$ cat src/fault_defs.svh
// fault_defs.svh: shared constants of the output fault logic
// assumes inclusion by bare name; holds defines only
`ifndef FAULT_DEFS_SVH
`define FAULT_DEFS_SVH

// ---------------------------------------------------------------
// clock and timing
// ---------------------------------------------------------------
`define MCLK_FREQ_MHZ   50
`define BLANK_TIME_US   160
`define SHUT_TIME_US    20

// ---------------------------------------------------------------
// channel and word layout
// ---------------------------------------------------------------
`define NUM_OUTPUTS     8
`define CMD_OFF_BIT     1'b1
`define STAT_OFF_BIT    1'b1
`define STAT_OPEN_BIT   1'b0

// ---------------------------------------------------------------
// positions in the synchroniser vector
// ---------------------------------------------------------------
`define SYN_CS          0
`define SYN_SCLK        1
`define SYN_SI          2
`define SYN_POLICY      3
`define SYN_OV          4
`define SYN_UV          5
`define SYN_SENSE_BASE  6

`endif

$ cat src/fault_pkg.sv
// fault_pkg.sv: types of the output fault logic
// assumes nothing beyond a SystemVerilog compiler
package fault_pkg;

  // ---------------------------------------------------------------
  // serial link state
  // ---------------------------------------------------------------
  typedef enum logic [0:0] {
    LINK_IDLE  = 1'b0,
    LINK_FRAME = 1'b1
  } link_state_e;

endpackage

$ cat src/output_short_fault_logic.sv
// output_short_fault_logic.sv: per-output short, thermal and supply fault logic
// assumes pins are asynchronous to mclk_i and sense inputs come from comparators
//
// Function
// - grounded policy: chip select rise turns on new outputs, starts blanking timer
// - grounded policy: short before or during blanking shuts the output off at timer expiry
// - short after blanking under grounded policy shuts output within 20 us
// - high policy never disables on over-current; output stays current limited
// - thermal and over-voltage shutdown ignore the policy level
// - each output owns independent over-current shutdown state
// - one policy level governs all eight outputs together
// - high policy: output recovers by itself when short goes, unless thermal
// - grounded policy: latched-off output stays off until the next write
// - grounded policy, persistent short: each on-write gives blanking time on, then off
// - thermal limit latches only that output off
// - logic undervoltage turns all outputs off and status reads all off
// - load supply undervoltage neither turns outputs off nor resets logic
// - healthy status bit equals previous command bit; host flags mismatch
// - commanded off with open load returns a low status bit
// - commanded on with over-current returns a high status bit
// - over-current reported under either policy, also while limiting
// - load supply over-voltage latches all outputs off until new word
// - chip select fall enables serial out and loads status bits
// - chip select rise moves shifted word to switches, low means on
// - first write after over-voltage returns all ones
`include "fault_defs.svh"
`timescale 1ns/10ps
`default_nettype none

module output_short_fault_logic #(
  parameter int NUM_OUT      = `NUM_OUTPUTS,
  parameter int BLANK_CYCLES = `BLANK_TIME_US * `MCLK_FREQ_MHZ
) (
  // clock and reset
  input  wire logic               mclk_i,
  input  wire logic               rst_b_i,
  // serial link
  input  wire logic               cs_b_i,
  input  wire logic               sclk_i,
  input  wire logic               si_i,
  output logic                    so_o,
  output logic                    so_oe_o,
  // policy and supplies
  input  wire logic               short_shutdown_policy_i,
  input  wire logic               load_supply_ov_i,
  input  wire logic               logic_supply_uv_i,
  // per-output sensing
  input  wire logic [NUM_OUT-1:0] short_sense_i,
  input  wire logic [NUM_OUT-1:0] open_sense_i,
  input  wire logic [NUM_OUT-1:0] therm_limit_i,
  // switch drive
  output logic      [NUM_OUT-1:0] gate_on_o,
  output logic      [NUM_OUT-1:0] current_limited_o
);

  import fault_pkg::*;

  // ---------------------------------------------------------------
  // constants
  // ---------------------------------------------------------------
  localparam int SW         = `SYN_SENSE_BASE + 3 * NUM_OUT;
  localparam int CW         = $clog2(BLANK_CYCLES + 1);
  localparam int SHUT_LAT   = 2;
  localparam logic [CW-1:0] BLANK_LOAD = CW'(BLANK_CYCLES);
  localparam logic [NUM_OUT-1:0] ALL_OFF = {NUM_OUT{`CMD_OFF_BIT}};

  // ---------------------------------------------------------------
  // pin synchronisation
  // ---------------------------------------------------------------
  logic [SW-1:0]      sync_in;
  logic [SW-1:0]      sync_lvl;
  logic               cs_s;
  logic               sclk_s;
  logic               si_s;
  logic               policy_s;
  logic               ov_s;
  logic               uv_s;
  logic [NUM_OUT-1:0] short_s;
  logic [NUM_OUT-1:0] open_s;
  logic [NUM_OUT-1:0] therm_s;

  assign sync_in = {therm_limit_i, open_sense_i, short_sense_i, logic_supply_uv_i,
                    load_supply_ov_i, short_shutdown_policy_i, si_i, sclk_i, cs_b_i};

  pin_sync #(.WIDTH(SW)) u_sync (
    .clk_i   (mclk_i),
    .rst_b_i (rst_b_i),
    .pin_i   (sync_in),
    .level_o (sync_lvl)
  );

  assign cs_s     = sync_lvl[`SYN_CS];
  assign sclk_s   = sync_lvl[`SYN_SCLK];
  assign si_s     = sync_lvl[`SYN_SI];
  assign policy_s = sync_lvl[`SYN_POLICY];
  assign ov_s     = sync_lvl[`SYN_OV];
  assign uv_s     = sync_lvl[`SYN_UV];
  assign short_s  = sync_lvl[`SYN_SENSE_BASE +: NUM_OUT];
  assign open_s   = sync_lvl[`SYN_SENSE_BASE + NUM_OUT +: NUM_OUT];
  assign therm_s  = sync_lvl[`SYN_SENSE_BASE + 2 * NUM_OUT +: NUM_OUT];

  // ---------------------------------------------------------------
  // edge detection
  // ---------------------------------------------------------------
  logic cs_prev_reg;
  logic sclk_prev_reg;
  logic cs_fall;
  logic cs_rise;
  logic sclk_rise;
  logic sclk_fall;

  always_ff @(posedge mclk_i or negedge rst_b_i) begin
    if (!rst_b_i) begin
      cs_prev_reg   <= 1'b0;
      sclk_prev_reg <= 1'b0;
    end else begin
      cs_prev_reg   <= cs_s;
      sclk_prev_reg <= sclk_s;
    end
  end

  assign cs_fall   = cs_prev_reg & ~cs_s;
  assign cs_rise   = ~cs_prev_reg & cs_s;
  assign sclk_rise = ~sclk_prev_reg & sclk_s;
  assign sclk_fall = sclk_prev_reg & ~sclk_s;

  // ---------------------------------------------------------------
  // link state
  // ---------------------------------------------------------------
  link_state_e link_state_reg;
  logic        frame_start;
  logic        write_pulse;

  // a frame cut short by logic undervoltage is dropped
  always_ff @(posedge mclk_i or negedge rst_b_i) begin
    if (!rst_b_i) begin
      link_state_reg <= LINK_IDLE;
    end else if (uv_s) begin
      link_state_reg <= LINK_IDLE;
    end else begin
      case (link_state_reg)
        LINK_IDLE:  if (cs_fall) link_state_reg <= LINK_FRAME;
        LINK_FRAME: if (cs_rise) link_state_reg <= LINK_IDLE;
        default:    link_state_reg <= LINK_IDLE;
      endcase
    end
  end

  assign frame_start = cs_fall & (link_state_reg == LINK_IDLE) & ~uv_s;
  assign write_pulse = cs_rise & (link_state_reg == LINK_FRAME) & ~uv_s;
  assign so_oe_o     = (link_state_reg == LINK_FRAME);

  // ---------------------------------------------------------------
  // shift registers and command word
  // ---------------------------------------------------------------
  logic [NUM_OUT-1:0] in_shift_reg;
  logic [NUM_OUT-1:0] out_shift_reg;
  logic [NUM_OUT-1:0] cmd_reg;
  logic [NUM_OUT-1:0] status_word;
  logic               first_rise_reg;

  always_ff @(posedge mclk_i or negedge rst_b_i) begin
    if (!rst_b_i) begin
      in_shift_reg <= ALL_OFF;
    end else if (frame_start) begin
      in_shift_reg <= ALL_OFF;
    end else if ((link_state_reg == LINK_FRAME) && sclk_fall) begin
      in_shift_reg <= {in_shift_reg[NUM_OUT-2:0], si_s};
    end
  end

  // the first rising clock follows the status load, so it must not shift
  always_ff @(posedge mclk_i or negedge rst_b_i) begin
    if (!rst_b_i) begin
      out_shift_reg  <= ALL_OFF;
      first_rise_reg <= 1'b0;
    end else if (frame_start) begin
      out_shift_reg  <= status_word;
      first_rise_reg <= 1'b1;
    end else if ((link_state_reg == LINK_FRAME) && sclk_rise) begin
      first_rise_reg <= 1'b0;
      if (!first_rise_reg) begin
        out_shift_reg <= {out_shift_reg[NUM_OUT-2:0], 1'b0};
      end
    end
  end

  assign so_o = out_shift_reg[NUM_OUT-1];

  always_ff @(posedge mclk_i or negedge rst_b_i) begin
    if (!rst_b_i) begin
      cmd_reg <= ALL_OFF;
    end else if (uv_s) begin
      cmd_reg <= ALL_OFF;
    end else if (write_pulse) begin
      cmd_reg <= in_shift_reg;
    end
  end

  // ---------------------------------------------------------------
  // global over-voltage
  // ---------------------------------------------------------------
  logic ov_latch_reg;
  logic ov_report_reg;

  // set wins over the clear in both flags
  always_ff @(posedge mclk_i or negedge rst_b_i) begin
    if (!rst_b_i) begin
      ov_latch_reg <= 1'b0;
    end else if (ov_s) begin
      ov_latch_reg <= 1'b1;
    end else if (write_pulse || uv_s) begin
      ov_latch_reg <= 1'b0;
    end
  end

  always_ff @(posedge mclk_i or negedge rst_b_i) begin
    if (!rst_b_i) begin
      ov_report_reg <= 1'b0;
    end else if (ov_s) begin
      ov_report_reg <= 1'b1;
    end else if (frame_start || uv_s) begin
      ov_report_reg <= 1'b0;
    end
  end

  // ---------------------------------------------------------------
  // status encoding
  // ---------------------------------------------------------------
  function automatic logic status_bit(input logic cmd_off, input logic fault_on,
                                      input logic open_off);
    logic res;
    res = cmd_off;
    if (!cmd_off && fault_on) begin
      res = `STAT_OFF_BIT;
    end else if (cmd_off && open_off) begin
      res = `STAT_OPEN_BIT;
    end
    return res;
  endfunction

  // ---------------------------------------------------------------
  // per-output channels
  // ---------------------------------------------------------------
  genvar gi;
  generate
    for (gi = 0; gi < NUM_OUT; gi = gi + 1) begin : g_ch
      logic [CW-1:0] blank_cnt_reg;
      logic          oc_latch_reg;
      logic          therm_latch_reg;
      logic          oc_seen_reg;
      logic          gate_reg;
      logic          limit_reg;
      logic          cmd_on;
      logic          blanking;
      logic          oc_set;
      logic          fault_on;

      assign cmd_on   = (cmd_reg[gi] != `CMD_OFF_BIT);
      assign blanking = (blank_cnt_reg != '0);
      // a write that turns the output on restarts blanking, so a set in that cycle is deferred to expiry
      assign oc_set   = ~policy_s & short_s[gi] & cmd_on & ~blanking & ~write_pulse;

      // restarted on every write that turns an off or latched output on
      always_ff @(posedge mclk_i or negedge rst_b_i) begin
        if (!rst_b_i) begin
          blank_cnt_reg <= '0;
        end else if (uv_s) begin
          blank_cnt_reg <= '0;
        end else if (write_pulse) begin
          if ((in_shift_reg[gi] != `CMD_OFF_BIT) && !gate_reg) begin
            blank_cnt_reg <= BLANK_LOAD;
          end else if (in_shift_reg[gi] == `CMD_OFF_BIT) begin
            blank_cnt_reg <= '0;
          end
        end else if (blanking) begin
          blank_cnt_reg <= blank_cnt_reg - CW'(1);
        end
      end

      always_ff @(posedge mclk_i or negedge rst_b_i) begin
        if (!rst_b_i) begin
          oc_latch_reg <= 1'b0;
        end else if (uv_s) begin
          oc_latch_reg <= 1'b0;
        end else if (oc_set) begin
          oc_latch_reg <= 1'b1;
        end else if (write_pulse) begin
          oc_latch_reg <= 1'b0;
        end
      end

      // thermal shutdown is policy independent
      always_ff @(posedge mclk_i or negedge rst_b_i) begin
        if (!rst_b_i) begin
          therm_latch_reg <= 1'b0;
        end else if (therm_s[gi]) begin
          therm_latch_reg <= 1'b1;
        end else if (write_pulse || uv_s) begin
          therm_latch_reg <= 1'b0;
        end
      end

      always_ff @(posedge mclk_i or negedge rst_b_i) begin
        if (!rst_b_i) begin
          oc_seen_reg <= 1'b0;
        end else if (short_s[gi] && gate_reg) begin
          oc_seen_reg <= 1'b1;
        end else if (frame_start || uv_s) begin
          oc_seen_reg <= 1'b0;
        end
      end

      // no load supply undervoltage term: outputs follow the command word
      always_ff @(posedge mclk_i or negedge rst_b_i) begin
        if (!rst_b_i) begin
          gate_reg  <= 1'b0;
          limit_reg <= 1'b0;
        end else begin
          gate_reg  <= cmd_on & ~oc_latch_reg & ~therm_latch_reg
                       & ~ov_latch_reg & ~ov_s & ~uv_s;
          limit_reg <= gate_reg & short_s[gi] & policy_s;
        end
      end

      assign fault_on          = oc_seen_reg | oc_latch_reg | therm_latch_reg
                                 | (short_s[gi] & gate_reg);
      assign status_word[gi]   = (ov_report_reg | uv_s) ? `STAT_OFF_BIT :
                                 status_bit(~cmd_on, fault_on, open_s[gi]);
      assign gate_on_o[gi]         = gate_reg;
      assign current_limited_o[gi] = limit_reg;

    end
  endgenerate
endmodule // output_short_fault_logic

`default_nettype wire

$ cat src/pin_sync.sv
// pin_sync.sv: three-stage synchroniser with agreement filter
// assumes pins are asynchronous to clk_i
`timescale 1ns/10ps
`default_nettype none

module pin_sync #(
  parameter int WIDTH = 1
) (
  // clock and reset
  input  wire logic             clk_i,
  input  wire logic             rst_b_i,
  // raw pins and filtered levels
  input  wire logic [WIDTH-1:0] pin_i,
  output logic      [WIDTH-1:0] level_o
);

  logic [WIDTH-1:0] meta_reg;
  logic [WIDTH-1:0] mid_reg;
  logic [WIDTH-1:0] late_reg;

  always_ff @(posedge clk_i or negedge rst_b_i) begin
    if (!rst_b_i) begin
      meta_reg <= '0;
      mid_reg  <= '0;
      late_reg <= '0;
    end else begin
      meta_reg <= pin_i;
      mid_reg  <= meta_reg;
      late_reg <= mid_reg;
    end
  end

  // a bit moves only once the second and third stage agree
  always_ff @(posedge clk_i or negedge rst_b_i) begin
    if (!rst_b_i) begin
      level_o <= '0;
    end else begin
      level_o <= (mid_reg & late_reg) | (level_o & (mid_reg ^ late_reg));
    end
  end

endmodule // pin_sync

`default_nettype wire

$ cat config.mk
export PLATFORM = sky130hd
export DESIGN_NAME = output_short_fault_logic
export DESIGN_NICKNAME = d
export VERILOG_FILES = /design/src/fault_pkg.sv /design/src/output_short_fault_logic.sv /design/src/pin_sync.sv
export VERILOG_INCLUDE_DIRS = /design/src
export SDC_FILE = /design/constraint.sdc
export NUM_CORES = 1
export LEC_CHECK = 0
export ABC_AREA = 1
export BUFFER_PORTS_ARGS = -buffer_cell sky130_fd_sc_hd__buf_2
export CAP_MARGIN = 0
export CORE_UTILIZATION = 35
export DETAILED_ROUTE_END_ITERATION = 10
export GPL_TIMING_DRIVEN = 0
export SETUP_SLACK_MARGIN = 0.2
export SYNTH_ARGS = -nofsm -noshare
export SYNTH_HDL_FRONTEND = slang
export SYNTH_SLANG_ARGS = --single-unit
export TNS_END_PERCENT = 10
$ cat constraint.sdc
create_clock -name mclk_i -period 2.05 [get_ports mclk_i]
set_clock_uncertainty 0.2 [all_clocks]
set_input_delay 0.1025 -clock mclk_i [delete_from_list [all_inputs] [get_ports mclk_i]]
set_output_delay 0.1025 -clock mclk_i [all_outputs]
set_load 0.02 [all_outputs]
==> out/results.md <==
Status
* finished, violations left — status
* hold timing — failing checks

Synth
* 0.0130 — Synth Area in XOR/XNOR
* 1593 — Synthesized Nets
* 0 — multiplexer share of the synthesized area
* 8.89 µm² — average footprint of a synthesized cell
* 0.502 — area share of the leading cell type in the synthesized netlist
* simple AND/OR/NAND/NOR gates — dominant combinational cell family by area after synthesis
* 1515 — Synth Instances
* 0.236 — basic-gate share of the synthesized area counting and, or, nand and nor cells
* 0 — warning count from the yosys run
* 0.0135 mm² — total standard cell area after synthesis
* sky130_fd_sc_hd__dfrtp_1 50%, sky130_fd_sc_hd__nand2_1 10%, sky130_fd_sc_hd__dfstp_2 4.7% — most area-consuming cells after synthesis
* 0.548 — share of the yosys chip area belonging to registers
* 0.0919 — post-synthesis compound-gate area fraction
* 39 — Cell variety after synth
* 294 — total of flip-flops plus latches after synthesis
* sky130_fd_sc_hd__dfrtp_1 — biggest area consumer among synthesized cells
* 0.0427 — Adder-Cell Fraction of Synth Area

Placement
* 49 — number of buffer cells added on primary ports
* 21200 µm — Detail Placement HPWL
* 0.859 — last weighted congestion value of the routability-driven placer
* 0.0144 mm² — Cell Area, Placed
* -0.154 ns — worst slack at placement

Setup path
* 2.00 ns — arrival time worst endpoint
* register to register — kind of critical path
* u_sync.level_o[0]$_DFF_PN0_ — worst setup path start
* register — CP startpoint kind
* u_sync.level_o[0]$_DFF_PN0_ — reg-to-reg startpoint
* register — sort of element at the end of the critical path
* 0.22 ns — R2R Setup Slk
* 2.22 ns — required time of the worst setup path
* 9 — maximum fanout along the worst path

STA
* 0 — Setup-failing EPs final
* 0.737 ns — actual slew at the worst max-slew pin
* 0.508 — Relative slew margins
* 180 — number of hold violations in the final report
* 0.892 — period utilisation layout
* 547 MHz — Peak Freq
* 0 — final max-slew violation count
* true — unrepaired setup endpoints after global routing
* 0.221 ns — smallest setup slack after layout
* 1.83 ns — shortest clock period the worst path allows after layout
* -0.617 ns — worst hold-check slack

Floorplanning
* 0.0378 mm² — core region area
* 0.357 — Initial Util
* 50 — I/O pins
* 0.0393 mm² — DIE AREA
* 71 — Cell Rows
* 198 µm — chip height
* 198 µm — Chip Width

Drt
* 10400 — DR vias
* 0 — remaining routing DRC violations
* 730 — number of design-rule violations left by the first detailed-router iteration
* 4.75 — per-cell via count in the routed design
* 14.3 µm — Wirelength per Cell
* 31500 µm — final WL
* 0 — Antenna Nets Post-Route
* 5 — Pre-Repair DR Iteration Count

Clocking
* sky130_fd_sc_hd__clkbuf_16 — root buffer cell
* 2 — H-Tree Level Count
* 0.53 ns — clock network latency to the later pin of the worst-skew pair
* 3 — clk buf depth
* 294 — clock sinks
* built — clock tree from TritonCTS
* 0.06 ns — clock slew seen by the registers of the worst setup and hold paths
* 34 — clock buffer count from CTS
* 38 — hold buffer count at CTS

Global routing
* 105 — pin count of the biggest net entering global routing
* 10100 — via count of the first global-routing pass
* 0 — aggregate global routing overflow
* 0 — number of antenna violations at the first check in global routing
* 0.165 — total global-route track usage
* 51800 µm — first-pass GRT wire length

Final layout
* 0 — ant diodes
* sky130_fd_sc_hd__nand2_1 — most common cell after layout, fill and taps aside
* 0.00539 mm² — multi-input logic area
* 1742 — final-stage net count
* 22.1% — area growth from synthesis to layout
* 0.0164 mm² — Final Cell Area
* 373 x sky130_fd_sc_hd__nand2_1, 267 x sky130_fd_sc_hd__dfrtp_1, 143 x sky130_fd_sc_hd__inv_1, 142 x sky130_fd_sc_hd__nor2_1, 105 x sky130_fd_sc_hd__o21ai_0 — top library cells by usage in the layout, fill and taps aside
* 0.168 — layout cell share with drive strength beyond 1
* 0.00739 mm² — area occupied by registers
* 104 — max FFs per register
* 3640 — FILL cells

Pwr
* 0.761 mV — peak supply drop
* 8.24 nW — leakage power total
* 1260 mW/mm² — power density relative to cell area

Min path
* primary input to async pin — type of the tightest min-delay check

Run
* 0 — Max-Cap Viols

power by group:
group / switching (mW) / internal, mW / total, mW
combinational: 4.33 / 2.50 / 6.83
clock: 2.47 / 3.56 / 6.02
sequential: 0.907 / 7.02 / 7.93
total: 7.70 / 13.1 / 20.8
cells by family after synthesis:
logic type,after synthesis
AO/OA/AOI/OAI,219
XOR/XNOR,20
adder cells (fa/ha/maj),46
buffers and inverters,204
flip-flops,294
AND/OR/NAND/NOR,732
synthesized netlist by cell type, drive strengths merged:
library cell	instances
nand2	386
dfrtp	270
nor2	175
inv	156
o21ai	136
nand3	98
ha	46
nand4	43
buf	42
a21o	31
a21oi	28
dfstp	24
xor2	20
nor3	18
o21bai	16
clkbuf	6
nand3b	6
a22oi	3
or2	3
a31oi	2
and3	2
a21boi	1
and2	1
o211ai	1
o31ai	1
layout make-up:
class / count / area share
Sequential cell: 294 / 0.449
Clock buffer: 48 / 0.0580
Buffer: 48 / 0.0249
Timing Repair Buffer: 113 / 0.0553
Multi-Input combinational cell: 1017 / 0.327
Tap cell: 511 / 0.0389
Inverter: 156 / 0.0359
Clock inverter: 13 / 0.0103
layer usage:
layer,vias to the layer above,routed length [µm],global-route usage
met5,-,0,0
met1,5069,14700,0.223
met3,40,915,0.0259
met4,0,728,0.0462
met2,147,15200,0.273
li1,5191,-,-
metrics by stage:
stage | power (mW) | utilization | hold WS, ns | setup TNS, ns | std cells
after floorplan | 12.6 | - | -0.393 | 0 | 1515
after global placement | 14.0 | 0.380 | 0.0105 | -1400.64 | 2075
after detailed placement | 14.2 | 0.382 | -0.0177 | -4.45 | 2077
after CTS | 20.5 | 0.427 | -0.570 | 0 | 2186
after global routing | 22.3 | 0.436 | -0.561 | 0 | 2200
final | 20.8 | 0.436 | -0.617 | 0 | 2200
critical path, stage by stage (launching register included):
cell and delay (ns):
sky130_fd_sc_hd__dfrtp_2 0.45, sky130_fd_sc_hd__buf_4 0.16, sky130_fd_sc_hd__buf_4 0.13, sky130_fd_sc_hd__o31ai_4 0.54
sky130_fd_sc_hd__o21ai_0 0.19
final timing paths:
kind	end	depth (start not counted)
min in group mclk_i	u_sync.meta_reg[2]$_DFF_PN0_	2
min	u_sync.meta_reg[3]$_DFF_PN0_	1
max in group asynchronous	so_oe_o$_DFF_PN0_	3
min reg2reg	u_sync.mid_reg[25]$_DFF_PN0_	0
max	g_ch[1].oc_seen_reg$_DFFE_PN0P_	4
max reg2reg	g_ch[1].oc_seen_reg$_DFFE_PN0P_	4
timing repair:
action                                  4_1_cts  5_1_grt
endpoints found under the hold margin       125       95
resized for setup                            39       65
pin swaps                                     5       12
gates cloned                                  0        2
buffers inserted                             10       12
endpoints found under the setup margin      151      120
No activity file was read; power rests on OpenSTA's default activity.
